===== src/rtl/tdseq_pkg.sv =====
// tdseq_pkg: constants, register map and types of the transfer delay sequencer
//
// How it works
// - stop at centre off for the dwell
// - dwell applies toward both sources
// - dwell is 0 s or 5 s, reset 0 s
// - auto return runs confirm timer, watching both
// - normal lost during confirm cancels return
// - source two lost, normal good: return now
// - confirm timer 0..60 minutes, nine steps
// - generator mode waits start delay, default 3 s
// - start delay needs external power or module
// - start delay 0..60 seconds, nine steps
// - load shed asserted after shed delay
// - cool-down after normal closes, then stop
// - restart in generator mode runs cool-down too
// - cool-down only after start delay or confirm
// - return to normal only in auto return
package tdseq_pkg;

  // ---------------------------------------------------------------
  // timing
  // ---------------------------------------------------------------
  localparam int          CLK_HZ       = 250_000_000; // pclk rate in hz
  localparam int          TICK_S       = 1;           // tick period in seconds
  localparam int          SEC_CYCLES   = CLK_HZ * TICK_S;
  localparam logic [11:0] DWELL_LONG_S = 12'h005;     // long centre-off dwell
  localparam logic [11:0] DWELL_NONE_S = 12'h000;     // no centre-off dwell
  localparam logic [11:0] MIN_TO_S     = 12'h03c;     // seconds per minute

  // ---------------------------------------------------------------
  // register map
  // ---------------------------------------------------------------
  localparam logic [7:0]  CTRL_OFF     = 8'h00;       // control bits
  localparam logic [7:0]  CFG_OFF      = 8'h04;       // delay settings
  localparam logic [7:0]  STAT_OFF     = 8'h08;       // read-only status
  localparam int          CTRL_AUTO    = 0;           // auto return enable
  localparam int          CTRL_UG      = 1;           // utility-generator mode
  localparam int          CTRL_GMOD    = 2;           // start module selected
  localparam int          CTRL_DWELL   = 3;           // 1 = 5 s dwell
  localparam logic [3:0]  CTRL_RST     = 4'h0;
  localparam int          RET_LSB      = 0;           // confirm step index
  localparam int          GST_LSB      = 4;           // start delay index
  localparam int          SHED_LSB     = 8;           // shed delay seconds
  localparam int          COOL_LSB     = 16;          // cool delay seconds
  localparam logic [3:0]  RET_IDX_RST  = 4'h1;        // 1 minute
  localparam logic [3:0]  GST_IDX_RST  = 4'h3;        // 3 seconds
  localparam logic [7:0]  SHED_RST     = 8'h00;       // 0 seconds
  localparam logic [7:0]  COOL_RST     = 8'h3c;       // 60 seconds

  // ---------------------------------------------------------------
  // timer slots
  // ---------------------------------------------------------------
  localparam int N_TMR     = 6;
  localparam int TMR_DWELL = 0;
  localparam int TMR_RET   = 1;
  localparam int TMR_GST   = 2;
  localparam int TMR_SHED  = 3;
  localparam int TMR_COOL  = 4;
  localparam int TMR_CONF  = 5;

  // one-hot sequencer states
  typedef enum logic [5:0] {
    ST_NORM = 6'h01, // load on normal
    ST_WAIT = 6'h02, // normal lost, waiting for source two
    ST_OFFA = 6'h04, // centre off toward source two
    ST_ALT  = 6'h08, // load on source two
    ST_RET  = 6'h10, // return confirmation running
    ST_OFFN = 6'h20  // centre off toward normal
  } tdseq_state_t;

  // nine-step table, scaled to seconds when minutes is set
  function automatic logic [11:0] tdseq_delay_s(input logic [3:0] idx,
                                                input logic       minutes);
    logic [11:0] step;
    step = 12'h03c;
    unique case (idx)
      4'h0:    step = 12'h000;
      4'h1:    step = 12'h001;
      4'h2:    step = 12'h002;
      4'h3:    step = 12'h003;
      4'h4:    step = 12'h005;
      4'h5:    step = 12'h00a;
      4'h6:    step = 12'h014;
      4'h7:    step = 12'h01e;
      default: step = 12'h03c;
    endcase
    return minutes ? 12'(step * MIN_TO_S) : step;
  endfunction : tdseq_delay_s

endpackage : tdseq_pkg


===== src/rtl/tdseq_tick.sv =====
// tdseq_tick: one-cycle pulse once per second of pclk
`timescale 1ns/1ns
module tdseq_tick
  import tdseq_pkg::*;
#(
  parameter int SEC_CYC = SEC_CYCLES // cycles between ticks
)(
  input  wire logic pclk,
  input  wire logic presetn,
  output logic      tick
);

  // ---------------------------------------------------------------
  // state
  // ---------------------------------------------------------------
  typedef struct packed {
    logic [27:0] cnt;  // cycles since last tick
    logic        tick; // registered pulse
  } tdseq_tick_t;

  tdseq_tick_t s_reg;
  tdseq_tick_t s_next;

  // free-running divider
  always_comb
  begin
    s_next      = s_reg;
    s_next.tick = 1'b0;
    if (s_reg.cnt >= 28'(SEC_CYC - 1))
    begin
      s_next.cnt  = 28'h0000000;
      s_next.tick = 1'b1;
    end
    else
    begin
      s_next.cnt = s_reg.cnt + 28'h0000001;
    end
  end

  always_ff @(posedge pclk or negedge presetn)
  begin
    if (!presetn)
      s_reg <= '0;
    else
      s_reg <= s_next;
  end

  assign tick = s_reg.tick;
endmodule : tdseq_tick


===== src/rtl/tdseq_timer.sv =====
// tdseq_timer: seconds delay timer that restarts on each fresh run
`timescale 1ns/1ns
module tdseq_timer
  import tdseq_pkg::*;
(
  input  wire logic        pclk,
  input  wire logic        presetn,
  input  wire logic        tick,
  input  wire logic        run,
  input  wire logic [11:0] limit,
  output logic             done
);

  // ---------------------------------------------------------------
  // state
  // ---------------------------------------------------------------
  typedef struct packed {
    logic        run_q; // run seen last cycle
    logic [11:0] cnt;   // ticks counted
    logic        done;  // delay expired
  } tdseq_tmr_t;

  tdseq_tmr_t s_reg;
  tdseq_tmr_t s_next;

  // a dropped run clears everything, so a new run starts from zero
  always_comb
  begin
    s_next       = s_reg;
    s_next.run_q = run;
    if (!run || !s_reg.run_q)
    begin
      s_next.cnt  = 12'h000;
      s_next.done = 1'b0;
    end
    else if (tick && !s_reg.done)
    begin
      if (s_reg.cnt == limit)
        s_next.done = 1'b1;
      else
        s_next.cnt = s_reg.cnt + 12'h001;
    end
  end

  always_ff @(posedge pclk or negedge presetn)
  begin
    if (!presetn)
      s_reg <= '0;
    else
      s_reg <= s_next;
  end

  assign done = s_reg.done;
endmodule : tdseq_timer


===== src/rtl/tdseq_top.sv =====
// tdseq_top: apb registers and the transfer, generator and shed sequencer
//
// The implementer's own choices: the APB slave port and the address map.
`timescale 1ns/1ns
module tdseq_top
  import tdseq_pkg::*;
#(
  parameter int SEC_CYCLES_P = SEC_CYCLES // shorten for simulation
)(
  input  wire logic        pclk,
  input  wire logic        presetn,
  input  wire logic [7:0]  paddr,
  input  wire logic        psel,
  input  wire logic        penable,
  input  wire logic        pwrite,
  input  wire logic [31:0] pwdata,
  output logic [31:0]      prdata,
  output logic             pready,
  output logic             pslverr,
  input  wire logic        normal_ok,
  input  wire logic        source_two_ok,
  input  wire logic        ext_power,
  output logic             pos_normal,
  output logic             pos_off,
  output logic             pos_alt,
  output logic             gen_start,
  output logic             gen_stop,
  output logic             load_shed
);

  // ---------------------------------------------------------------
  // state
  // ---------------------------------------------------------------
  typedef struct packed {
    tdseq_state_t st;        // switch sequence
    logic [3:0]   ctrl;      // control register
    logic [3:0]   ret_idx;   // confirm step
    logic [3:0]   gst_idx;   // start delay step
    logic [7:0]   shed_s;    // shed delay
    logic [7:0]   cool_s;    // cool delay
    logic         gen_run;   // start command held
    logic         gen_stop;  // stop command held
    logic         cool_ok;   // generator may be cooled
    logic         cool_pend; // cool-down still owed
    logic [31:0]  rdata;     // read data for access phase
    logic         slverr;    // error for access phase
  } tdseq_main_t;

  tdseq_main_t s_reg;
  tdseq_main_t s_next;

  // ---------------------------------------------------------------
  // derived controls
  // ---------------------------------------------------------------
  logic              tick;       // one pulse a second
  logic [N_TMR-1:0]  t_run;      // timer run levels
  logic [N_TMR-1:0]  t_done;     // timer expiries
  logic [11:0]       t_lim [N_TMR]; // timer limits in seconds
  logic              auto_ret;   // auto return mode
  logic              ug;         // utility-generator mode
  logic              gen_avail;  // start delay function usable
  logic              wr_en;      // apb write in access phase
  logic              setup;      // apb setup phase
  logic              hit;        // mapped address

  // mode bits from control, apb phase decodes from the bus
  assign auto_ret  = s_reg.ctrl[CTRL_AUTO];
  assign ug        = s_reg.ctrl[CTRL_UG];
  assign gen_avail = ext_power | s_reg.ctrl[CTRL_GMOD];
  assign wr_en     = psel & penable & pwrite;
  assign setup     = psel & ~penable;
  assign hit       = (paddr == CTRL_OFF) | (paddr == CFG_OFF) | (paddr == STAT_OFF);

  // ---------------------------------------------------------------
  // timers
  // ---------------------------------------------------------------
  // one shared second tick keeps every delay on the same grid
  // cost of sharing: each delay ends up to one tick period late
  tdseq_tick #(
    .SEC_CYC (SEC_CYCLES_P)
  ) u_tick (
    .pclk    (pclk),
    .presetn (presetn),
    .tick    (tick)
  );

  // what starts and stops each delay
  always_comb
  begin
    t_run[TMR_DWELL] = (s_reg.st == ST_OFFA) | (s_reg.st == ST_OFFN);
    t_lim[TMR_DWELL] = s_reg.ctrl[CTRL_DWELL] ? DWELL_LONG_S : DWELL_NONE_S;
    t_run[TMR_RET]   = (s_reg.st == ST_RET);
    t_lim[TMR_RET]   = tdseq_delay_s(s_reg.ret_idx, 1'b1);
    // only asked for while normal is down and no start is held yet
    t_run[TMR_GST]   = ug & gen_avail & ~normal_ok & ~s_reg.gen_run;
    t_lim[TMR_GST]   = tdseq_delay_s(s_reg.gst_idx, 1'b0);
    t_run[TMR_SHED]  = (s_reg.st == ST_ALT) | (s_reg.st == ST_RET);
    t_lim[TMR_SHED]  = {4'h0, s_reg.shed_s};
    // cool-down waits for normal closed and a proven generator
    t_run[TMR_COOL]  = ug & s_reg.cool_pend & s_reg.cool_ok
                       & (s_reg.st == ST_NORM) & normal_ok;
    t_lim[TMR_COOL]  = {4'h0, s_reg.cool_s};
    // source two held healthy for a whole confirm period
    t_run[TMR_CONF]  = source_two_ok;
    t_lim[TMR_CONF]  = tdseq_delay_s(s_reg.ret_idx, 1'b1);
  end

  // one instance per delay, all on the shared tick
  generate
    for (genvar g = 0; g < N_TMR; g++)
    begin : g_tmr
      tdseq_timer u_tmr (
        .pclk    (pclk),
        .presetn (presetn),
        .tick    (tick),
        .run     (t_run[g]),
        .limit   (t_lim[g]),
        .done    (t_done[g])
      );
    end
  endgenerate

  // ---------------------------------------------------------------
  // next state
  // ---------------------------------------------------------------
  always_comb
  begin
    s_next = s_reg;

    // apb read data and error are captured in setup, shown in access
    if (setup)
    begin
      s_next.slverr = ~hit;
      s_next.rdata  = 32'h00000000;
      if (paddr == CTRL_OFF)
        s_next.rdata = {28'h0000000, s_reg.ctrl};
      else if (paddr == CFG_OFF)
        s_next.rdata = {8'h00, s_reg.cool_s, s_reg.shed_s,
                        s_reg.gst_idx, s_reg.ret_idx};
      else if (paddr == STAT_OFF)
        s_next.rdata = {16'h0000, s_reg.cool_pend, s_reg.cool_ok,
                        s_reg.gen_stop, s_reg.gen_run, t_done, s_reg.st};
    end

    // no write strobes: a write always replaces the whole register
    // writes land in the access phase; status ignores writes
    if (wr_en && paddr == CTRL_OFF)
      s_next.ctrl = pwdata[3:0];
    if (wr_en && paddr == CFG_OFF)
    begin
      s_next.ret_idx = pwdata[RET_LSB +: 4];
      s_next.gst_idx = pwdata[GST_LSB +: 4];
      s_next.shed_s  = pwdata[SHED_LSB +: 8];
      s_next.cool_s  = pwdata[COOL_LSB +: 8];
    end

    // switch sequence
    unique case (s_reg.st)
      ST_NORM:
      begin
        // normal lost: wait for source two before moving
        if (!normal_ok)
          s_next.st = ST_WAIT;
      end
      ST_WAIT:
      begin
        // normal back before source two: stay put
        if (normal_ok)
          s_next.st = ST_NORM;
        else if (source_two_ok)
          s_next.st = ST_OFFA;
      end
      ST_OFFA:
      begin
        // mechanism held at centre off until the dwell expires
        if (t_done[TMR_DWELL])
          s_next.st = ST_ALT;
      end
      ST_ALT:
      begin
        // without auto return the load never comes back by itself
        if (normal_ok && auto_ret)
          s_next.st = ST_RET;
      end
      ST_RET:
      begin
        // normal loss wins over source two loss: never move to a dead side
        if (!normal_ok)
          s_next.st = ST_ALT;
        else if (!source_two_ok)
          s_next.st = ST_OFFN;
        else if (t_done[TMR_RET])
          s_next.st = ST_OFFN;
      end
      ST_OFFN:
      begin
        // same dwell timer as the outgoing move, restarted on entry
        if (t_done[TMR_DWELL])
          s_next.st = ST_NORM;
      end
      default:
      begin
        // illegal code: fall back to the normal side
        s_next.st = ST_NORM;
      end
    endcase

    // generator start, proof and cool-down
    // a start expiry also owes a cool-down and proves the set
    if (t_done[TMR_GST])
    begin
      s_next.gen_run   = 1'b1;
      s_next.gen_stop  = 1'b0;
      s_next.cool_pend = 1'b1;
    end
    // stop ends the run and spends the proof
    if (t_done[TMR_COOL])
    begin
      s_next.gen_run   = 1'b0;
      s_next.gen_stop  = 1'b1;
      s_next.cool_pend = 1'b0;
      s_next.cool_ok   = 1'b0;
    end
    // set wins over the clear above
    if (t_done[TMR_CONF] || t_done[TMR_GST])
      s_next.cool_ok = 1'b1;
    // commands only exist in generator mode
    if (!ug)
    begin
      s_next.gen_run  = 1'b0;
      s_next.gen_stop = 1'b0;
    end
  end

  // ---------------------------------------------------------------
  // registers
  // ---------------------------------------------------------------
  // cool_pend comes out of reset set, so a restart owes a cool-down
  // only constants here; the reset branch must not read other state
  always_ff @(posedge pclk or negedge presetn)
  begin
    if (!presetn)
    begin
      s_reg           <= '0;
      s_reg.st        <= ST_NORM;
      s_reg.ctrl      <= CTRL_RST;
      s_reg.ret_idx   <= RET_IDX_RST;
      s_reg.gst_idx   <= GST_IDX_RST;
      s_reg.shed_s    <= SHED_RST;
      s_reg.cool_s    <= COOL_RST;
      s_reg.cool_pend <= 1'b1;
    end
    else
    begin
      s_reg <= s_next;
    end
  end

  // ---------------------------------------------------------------
  // outputs
  // ---------------------------------------------------------------
  // zero-wait slave: every access completes in its first access cycle
  assign pready     = 1'b1;
  assign prdata     = s_reg.rdata;
  assign pslverr    = s_reg.slverr;
  // switch drive decodes the one-hot state flops, so exactly one is high
  assign pos_normal = (s_reg.st == ST_NORM) | (s_reg.st == ST_WAIT);
  assign pos_off    = (s_reg.st == ST_OFFA) | (s_reg.st == ST_OFFN);
  assign pos_alt    = (s_reg.st == ST_ALT) | (s_reg.st == ST_RET);
  assign gen_start  = s_reg.gen_run;
  assign gen_stop   = s_reg.gen_stop;
  // shed is the timer flop itself; it lags the switch by one cycle on exit
  assign load_shed  = t_done[TMR_SHED];
endmodule : tdseq_top


===== config.mk =====
export PLATFORM = sky130hd
export DESIGN_NAME = tdseq_top
export DESIGN_NICKNAME = d
export VERILOG_FILES = /design/src/rtl/tdseq_pkg.sv /design/src/rtl/tdseq_tick.sv /design/src/rtl/tdseq_timer.sv /design/src/rtl/tdseq_top.sv
export SDC_FILE = /design/constraint.sdc
export NUM_CORES = 1
export LEC_CHECK = 0
export BUFFER_PORTS_ARGS = -buffer_cell sky130_fd_sc_hd__buf_2
export CAP_MARGIN = 20
export CORE_MARGIN = 5
export CORE_UTILIZATION = 51
export DETAILED_ROUTE_END_ITERATION = 8
export MAX_ROUTING_LAYER = met4
export PLACE_DENSITY = 0.75
export SLEW_MARGIN = 10
export SYNTH_ARGS = -nofsm -noshare
export SYNTH_HDL_FRONTEND = slang
export SYNTH_SLANG_ARGS = --single-unit
export TNS_END_PERCENT = 100

===== constraint.sdc =====
create_clock -name pclk -period 6.14 [get_ports pclk]
set_clock_uncertainty 0.2 [all_clocks]
set_input_delay 0.921 -clock pclk [delete_from_list [all_inputs] [get_ports pclk]]
set_output_delay 0.921 -clock pclk [all_outputs]
set_load 0.01 [all_outputs]

# Word level (Yosys, flattened, before mapping)

Memories as Yosys holds them, arrays and structs flattened.
Cells that the tools add are included.

Bits in registers: 184
Memory bits (read-only): 120
Input bits: 48
Output and inout bits: 40
Logic and storage cells: 202
Memories: 3

$add $sub $neg: 7
Multiply operators: 2
Order comparisons: 1
Equality and inequality tests: 27
Multiplexer cells: 48
Bitwise operators: 20
Reductions and logical operators: 62

Memories:

| memory          | words | width | rd ports | clocked after memory_dff | write ports | line            | RTL |
|---|---|---|---|---|---|---|---|
| (no name shown) | 8     | 5     | 1        | 0                        | 0           | tdseq_pkg.sv:77 | `unique case (idx)` |
| (no name shown) | 8     | 5     | 1        | 0                        | 0           | tdseq_pkg.sv:77 |  |
| (no name shown) | 8     | 5     | 1        | 0                        | 0           | tdseq_pkg.sv:77 |  |

Operator list:

| operator                                                               | count |
|---|---|
| 13-bit 2-to-1 mux                                                      | 12 |
| 12-bit 2-to-1 mux                                                      | 9 |
| 12-bit by 1-bit adder with 12-bit output (second input constant)       | 6 |
| 6-bit 2-to-1 mux                                                       | 9 |
| 24-bit 2-to-1 mux                                                      | 2 |
| 12-bit equality test                                                   | 3 |
| 6-bit case mux with 6 select lines                                     | 1 |
| 28-bit by 1-bit adder with 28-bit output (second input constant)       | 1 |
| 28-bit >= comparator (second input constant)                           | 1 |
| 28-bit 2-to-1 mux                                                      | 1 |
| 2-bit nonzero test                                                     | 14 |
| 12-bit by 8-bit equality test with 1-bit output                        | 2 |
| 12-bit by 4-bit multiplier with 10-bit output (second input constant)  | 2 |
| 2-bit AND reduction                                                    | 12 |
| 1-bit logical NOT                                                      | 18 |
| 2-bit by 1-bit != test with 1-bit output (second input constant)       | 9 |
| 16-bit 2-to-1 mux                                                      | 1 |
| 12-bit by 3-bit equality test with 1-bit output                        | 1 |
| 1-bit bitwise AND                                                      | 10 |
| 1-bit logical AND                                                      | 9 |
| 1-bit 2-to-1 mux                                                       | 9 |
| 8-bit by 3-bit equality test with 1-bit output (second input constant) | 1 |
| 8-bit by 4-bit equality test with 1-bit output (second input constant) | 1 |
| 8-bit logical NOT                                                      | 1 |
| 17 further kinds                                                       | 32 |

# Depth between registers and ports, before layout

Depth in word-level cells: 8
Depth in mapped cells: 19
Mapped depth without buffers: 17

# By module

A second synthesis with hierarchy kept.

Cell total of the unflattened synthesis: 1,058
Area, all modules: 10,642.7 µm²

By module, submodules not included:

| module      | times used | cells each | area each (µm²) | seq. area each (µm²) |
|---|---|---|---|---|
| tdseq_timer | 6          | 90         | 878.3           | 350.3 |
| tdseq_top   | 1          | 356        | 3,779.9         | 1,587.8 |
| tdseq_tick  | 1          | 162        | 1,592.8         | 725.7 |

# Least setup slack after synthesis

Ideal clock, no wire load.

Path kind: register to register
Start point: reg s_reg[59] in the netlist's numbering
End point: reg g_tmr[1].u_tmr.s_reg[7] in the netlist's numbering
Setup time: 0.078 ns
Arrival: 4.320 ns
Required time: 5.862 ns
Setup slack: 1.542 ns
Cell stages (with the launch flop): 18
Path buffers: 2
Clock period less this slack: 4.598 ns
Cell sequence: dfrtp_1 -> buf_4 -> or3b_4 -> a21oi_1 -> inv_1 -> fa_1 -> inv_1 -> fa_1 -> inv_1 -> fa_1 -> nand2b_2 -> a211oi_4 -> nor3b_1 -> o2111ai_1 -> o211ai_2 -> buf_2 -> or3_1 -> a21oi_1

Cells in the longest elaborated chain, start to end: 6

Ends and longest elaborated chain:

| what                                                      | line              | RTL |
|---|---|---|
| from (decl)                                               | tdseq_top.sv:49   | `tdseq_main_t s_reg;` |
| from (signal assigned)                                    | tdseq_top.sv:255  | `s_reg <= s_next;` |
| memory 8 x 5 bit                                          | n/a               |  |
| 12-bit 2-to-1 mux                                         | tdseq_pkg.sv:77   |  |
| 12-bit by 4-bit multiplier with 10-bit output             | tdseq_pkg.sv:88   | `return minutes ? 12'(step * MIN_TO_S) : step;` |
| 12-bit equality test                                      | tdseq_timer.sv:38 | `if (s_reg.cnt == limit)` |
| 2-bit by 1-bit != test with 1-bit output (no source line) | n/a               |  |
| 2-bit AND reduction (no source line)                      | n/a               |  |
| to (signal assigned)                                      | tdseq_timer.sv:50 | `s_reg <= s_next;` |
| to (decl)                                                 | tdseq_timer.sv:23 | `tdseq_tmr_t s_reg;` |

Every way passes these cells.
A chain may end at the register's enable or synchronous reset.

# Worst setup path after layout

Start point: reg s_reg[60] in the netlist's numbering
End point: reg g_tmr[1].u_tmr.s_reg[9] in the netlist's numbering

Cells in the longest elaborated chain, start to end: 5

Ends and longest elaborated chain:

| what                                                      | line |
|---|---|
| 12-bit 2-to-1 mux                                         | tdseq_pkg.sv:77 |
| 12-bit by 4-bit multiplier with 10-bit output             | tdseq_pkg.sv:88 |
| 12-bit equality test                                      | tdseq_timer.sv:38 |
| 2-bit by 1-bit != test with 1-bit output (no source line) | n/a |
| 2-bit AND reduction (no source line)                      | n/a |

Every way passes these cells.

==> results.rst <==
.. list-table::
   :header-rows: 1

   * - Metric
     - Value
   * - Final routed DRC violation total
     - 0
   * - Clock net sink count
     - 176
   * - Width of the die
     - 149.3 um
   * - Area Growth Syn to Fin
     - 10.10%
   * - Most common cell after layout, fill and taps aside
     - sky130_fd_sc_hd__dfrtp_1
   * - Slowest cell on the critical path
     - sky130_fd_sc_hd__dfrtp_1
   * - Worst setup SP type
     - register
   * - Reg2Reg Setup Slack
     - 930 ps
   * - Wire per inst
     - 16.13 um
   * - Count of maximum capacitance violations
     - 0
   * - Clock-pin slew of the registers on the worst-case setup and hold paths
     - 70 ps
   * - Most frequently used flop master after synthesis
     - sky130_fd_sc_hd__dfrtp_1
   * - Ratio of cells with drive above 1 in the final layout
     - 15.73%
   * - PwrDens
     - 239.3 nW/um^2
   * - Setup-failing EPs final
     - 0
   * - Hold worst-path end
     - u_tick.s_reg[1]
   * - Hold Buf Count CTS
     - 0
   * - Routed wire length on met2
     - 9986 um
   * - Number of storage elements in the synthesis netlist
     - 176
   * - Instance count after placement with tap cells included
     - 1287
   * - Clk Tree Root Cell
     - sky130_fd_sc_hd__clkbuf_16
   * - Leakage Power
     - 5.050 nW
   * - Area of the core
     - 19270 um^2
   * - Post-route setup TNS
     - 0 ps
   * - Status
     - finished clean
   * - Critical path cell sequence
     - nand2b_1, inv_1, o21ai_0, inv_1, fa_1, inv_1, fa_1, inv_1, fa_1, nand2b_2, a211oi_4, nor3b_1, o2111ai_1, o211ai_2, or3_1, a21oi_1
   * - IR Drop Worst-Case VDD
     - 0.0001974 V
   * - Resized Gates After CTS
     - 0
   * - Number of antenna violations at the first check in global routing
     - 2
   * - Share of synthesized registers carrying an async set or reset
     - 100.0%
   * - Netlist area before placement
     - 9894 um^2
   * - Wire length on met1
     - 9823 um
   * - Worst slew margin relative to its limit
     - 51.59%
   * - Largest register FFs
     - 78
   * - Num ports
     - 88
   * - Vias in the first global route
     - 7162
   * - Slew @ Worst Pin
     - 719.6 ps
   * - Detail-routed via count per cell
     - 5.620
   * - Kind of path behind the tightest hold check
     - reg2reg
   * - Crit end category
     - register
   * - Most used cells in the layout excluding fill and tap cells
     - sky130_fd_sc_hd__dfrtp_1, sky130_fd_sc_hd__nor2_1, sky130_fd_sc_hd__buf_2
   * - Global-route wire length before repair
     - 36070 um
   * - Number of routed nets with antenna violations
     - 0
   * - Post-detailed-placement half-perimeter wirelength
     - 15390 um
   * - IO Port Bufs
     - 70
   * - H-Tree Level Count
     - 4
   * - Unrepaired setup endpoints after global routing
     - no
   * - Via count
     - 7430
   * - Maximum count of clock buffers along a single path
     - 2
   * - Fraction of the yosys area taken by sequential cells
     - 44.63%
   * - Length of the first detailed-routing pass in iterations
     - 6
   * - DR WL met3
     - 1171 um
   * - Non-filler instance count after layout
     - 1322
   * - Util after Layout
     - 56.53%
   * - Number of unique standard cell types used by synthesis
     - 80
   * - Full die area
     - 22290 um^2
   * - Tot GR Track Use
     - 20.45%
   * - Initial Utilization
     - 51.34%
   * - Final period demand of the worst path
     - 5208 ps
   * - Layout net count
     - 1117
   * - Type of the worst setup path
     - reg2reg
   * - Most used cell along the critical path
     - sky130_fd_sc_hd__inv_1
   * - Worst hold path depth
     - 1
   * - Number of buffers created by CTS
     - 17
   * - Syn Inst Count
     - 1017
   * - Post-CTS Repair Setup Buffers
     - 0
   * - Starting DRT DRC Count
     - 491
   * - Final cycle utilization of the critical path
     - 84.82%
   * - EDFF count, synth
     - 0
   * - Critical Path Max Stage Delay
     - 700 ps
   * - Highest achievable clock rate
     - 192.0 MHz
   * - Total count of max-transition violations in the final report
     - 0
   * - Congestion Overflow GR
     - 0
   * - Routability congestion estimate
     - 0.8851
   * - Die height
     - 149.3 um
   * - Avg Inst Size Synth
     - 9.729 um^2
   * - Insertion delay to the later sink of the worst-skew pair
     - 430 ps
   * - Critical register-to-register path startpoint
     - s_reg[60]
   * - Final hold violations
     - 0
   * - Fill cells
     - 1718
   * - Worst Hold Launch
     - u_tick.s_reg[1]
   * - Rows
     - 51
   * - Pin count of the biggest net entering global routing
     - 72
   * - Top sig layer
     - met4
   * - Sum of routed wire length over all layers
     - 21320 um
   * - R2R depth
     - 16
   * - Warning count from the yosys run
     - 0
   * - Endpoint of the lowest-slack register-to-register path
     - g_tmr[1].u_tmr.s_reg[9]
   * - Highest fanout seen on the critical path
     - 15
   * - Clock tree from TritonCTS
     - yes
   * - Required @ worst endpoint
     - 6280 ps
   * - Worst Path Arrival
     - 5350 ps
-- critical path, delay by kind of cell (launching register included) --
family                   cells  cell delay [ps]
AO/OA/AOI/OAI                5             1360
adder cells (fa/ha/maj)      3             1520
buffers and inverters        4              400
flip-flops                   1              700
AND/OR/NAND/NOR              4              960
-- cell usage after synthesis, types with 3 or more instances --
library cell,n,area (um^2)
sky130_fd_sc_hd__xor2_1,61,534.3
sky130_fd_sc_hd__o211ai_1,7,52.55
sky130_fd_sc_hd__nand2_1,60,225.2
sky130_fd_sc_hd__buf_4,35,262.8
sky130_fd_sc_hd__a21oi_1,41,205.2
sky130_fd_sc_hd__nand2b_1,14,87.58
sky130_fd_sc_hd__clkbuf_1,30,112.6
sky130_fd_sc_hd__nor3b_1,6,45.04
sky130_fd_sc_hd__o21ai_0,32,160.2
sky130_fd_sc_hd__a211oi_1,6,45.04
sky130_fd_sc_hd__mux2i_1,15,150.1
sky130_fd_sc_hd__and3_1,21,131.4
sky130_fd_sc_hd__or2_2,3,18.77
sky130_fd_sc_hd__nand4_1,30,187.7
sky130_fd_sc_hd__a222oi_1,12,120.1
sky130_fd_sc_hd__xnor2_1,44,385.4
sky130_fd_sc_hd__nor4b_1,3,26.28
sky130_fd_sc_hd__or4_1,8,60.06
sky130_fd_sc_hd__dfstp_2,9,236.5
sky130_fd_sc_hd__o41ai_1,3,26.28
sky130_fd_sc_hd__inv_1,49,183.9
sky130_fd_sc_hd__dfrtp_1,167,4179
sky130_fd_sc_hd__nor2_1,130,488.0
sky130_fd_sc_hd__fa_1,7,140.1
sky130_fd_sc_hd__a22o_1,8,70.07
sky130_fd_sc_hd__buf_2,12,60.06
sky130_fd_sc_hd__or3_1,21,131.4
sky130_fd_sc_hd__and2_1,7,43.79
sky130_fd_sc_hd__nor2b_1,9,56.30
sky130_fd_sc_hd__o21a_1,4,30.03
sky130_fd_sc_hd__o2111ai_1,3,26.28
sky130_fd_sc_hd__nor3_1,18,90.09
sky130_fd_sc_hd__nand3_1,21,105.1
sky130_fd_sc_hd__mux2_2,28,315.3
sky130_fd_sc_hd__o21ai_1,6,30.03
sky130_fd_sc_hd__nor4_1,10,62.56
sky130_fd_sc_hd__ha_1,20,250.2
-- per-layer routing --
layer | GRT usage (%) | up-vias
li1 | - | 3574
met1 | 28.89 | 3631
met2 | 30.44 | 198
met3 | 3.859 | 27
met4 | 5.767 | 0
met5 | - | -
-- worst max path at each step --
stage,slack [ps],cells past startpoint,from,to
2_1_floorplan,1540,17,s_reg[59],g_tmr[1].u_tmr.s_reg[7]
3_3_place_gp,1080,16,s_reg[60],g_tmr[1].u_tmr.s_reg[9]
3_5_place_dp,940,16,s_reg[60],g_tmr[1].u_tmr.s_reg[9]
4_1_cts,940,16,s_reg[60],g_tmr[1].u_tmr.s_reg[8]
5_1_grt,550,16,s_reg[60],g_tmr[1].u_tmr.s_reg[9]
6_report,930,16,s_reg[60],g_tmr[1].u_tmr.s_reg[9]
-- cell families after synthesis --
group / count (synthesis) / synth area share [%]
mux: 43 / 4.704
simple gates: 374 / 18.99
xor+xnor: 107 / 9.686
buf+inv: 127 / 6.297
fa+ha+maj: 27 / 3.945
compound gates: 161 / 11.67
other cells: 2 / 0.07590
flops: 176 / 44.63
-- through the flow --
step                      total power [mW]  instance area, um^2  setup WS [ps]  hold WS (ps)
final                                2.607                10890          932.3         268.5
after global routing                 2.720                10890          550.3         310.5
after CTS                            2.633                10870          941.9         278.8
after detailed placement             1.479                10240          939.3         268.7
after global placement               1.477                10240           1081         244.6
after floorplan                      1.400                 9921           1542         224.5
-- report_power, final --
group / switching (mW) / total, mW / internal, mW
Clock: 0.482 / 1.15 / 0.667
Sequential: 0.0308 / 1.21 / 1.18
Combinational: 0.150 / 0.246 / 0.0960
Total: 0.663 / 2.61 / 1.94
-- cell type report --
| type | instances | area (um^2) | area share (%) |
|---|---|---|---|
| diodes | 2 | 5.005 | 0.04594 |
| clock buffers | 18 | 439.2 | 4.031 |
| clock inverters | 14 | 196.4 | 1.803 |
| inverters | 49 | 183.9 | 1.688 |
| multi-input cells | 721 | 4906 | 45.03 |
| flip-flops and latches | 176 | 4415 | 40.53 |
| well taps | 265 | 331.6 | 3.044 |
| repair buffers | 77 | 416.7 | 3.825 |
(Power assumes the default switching activity.)
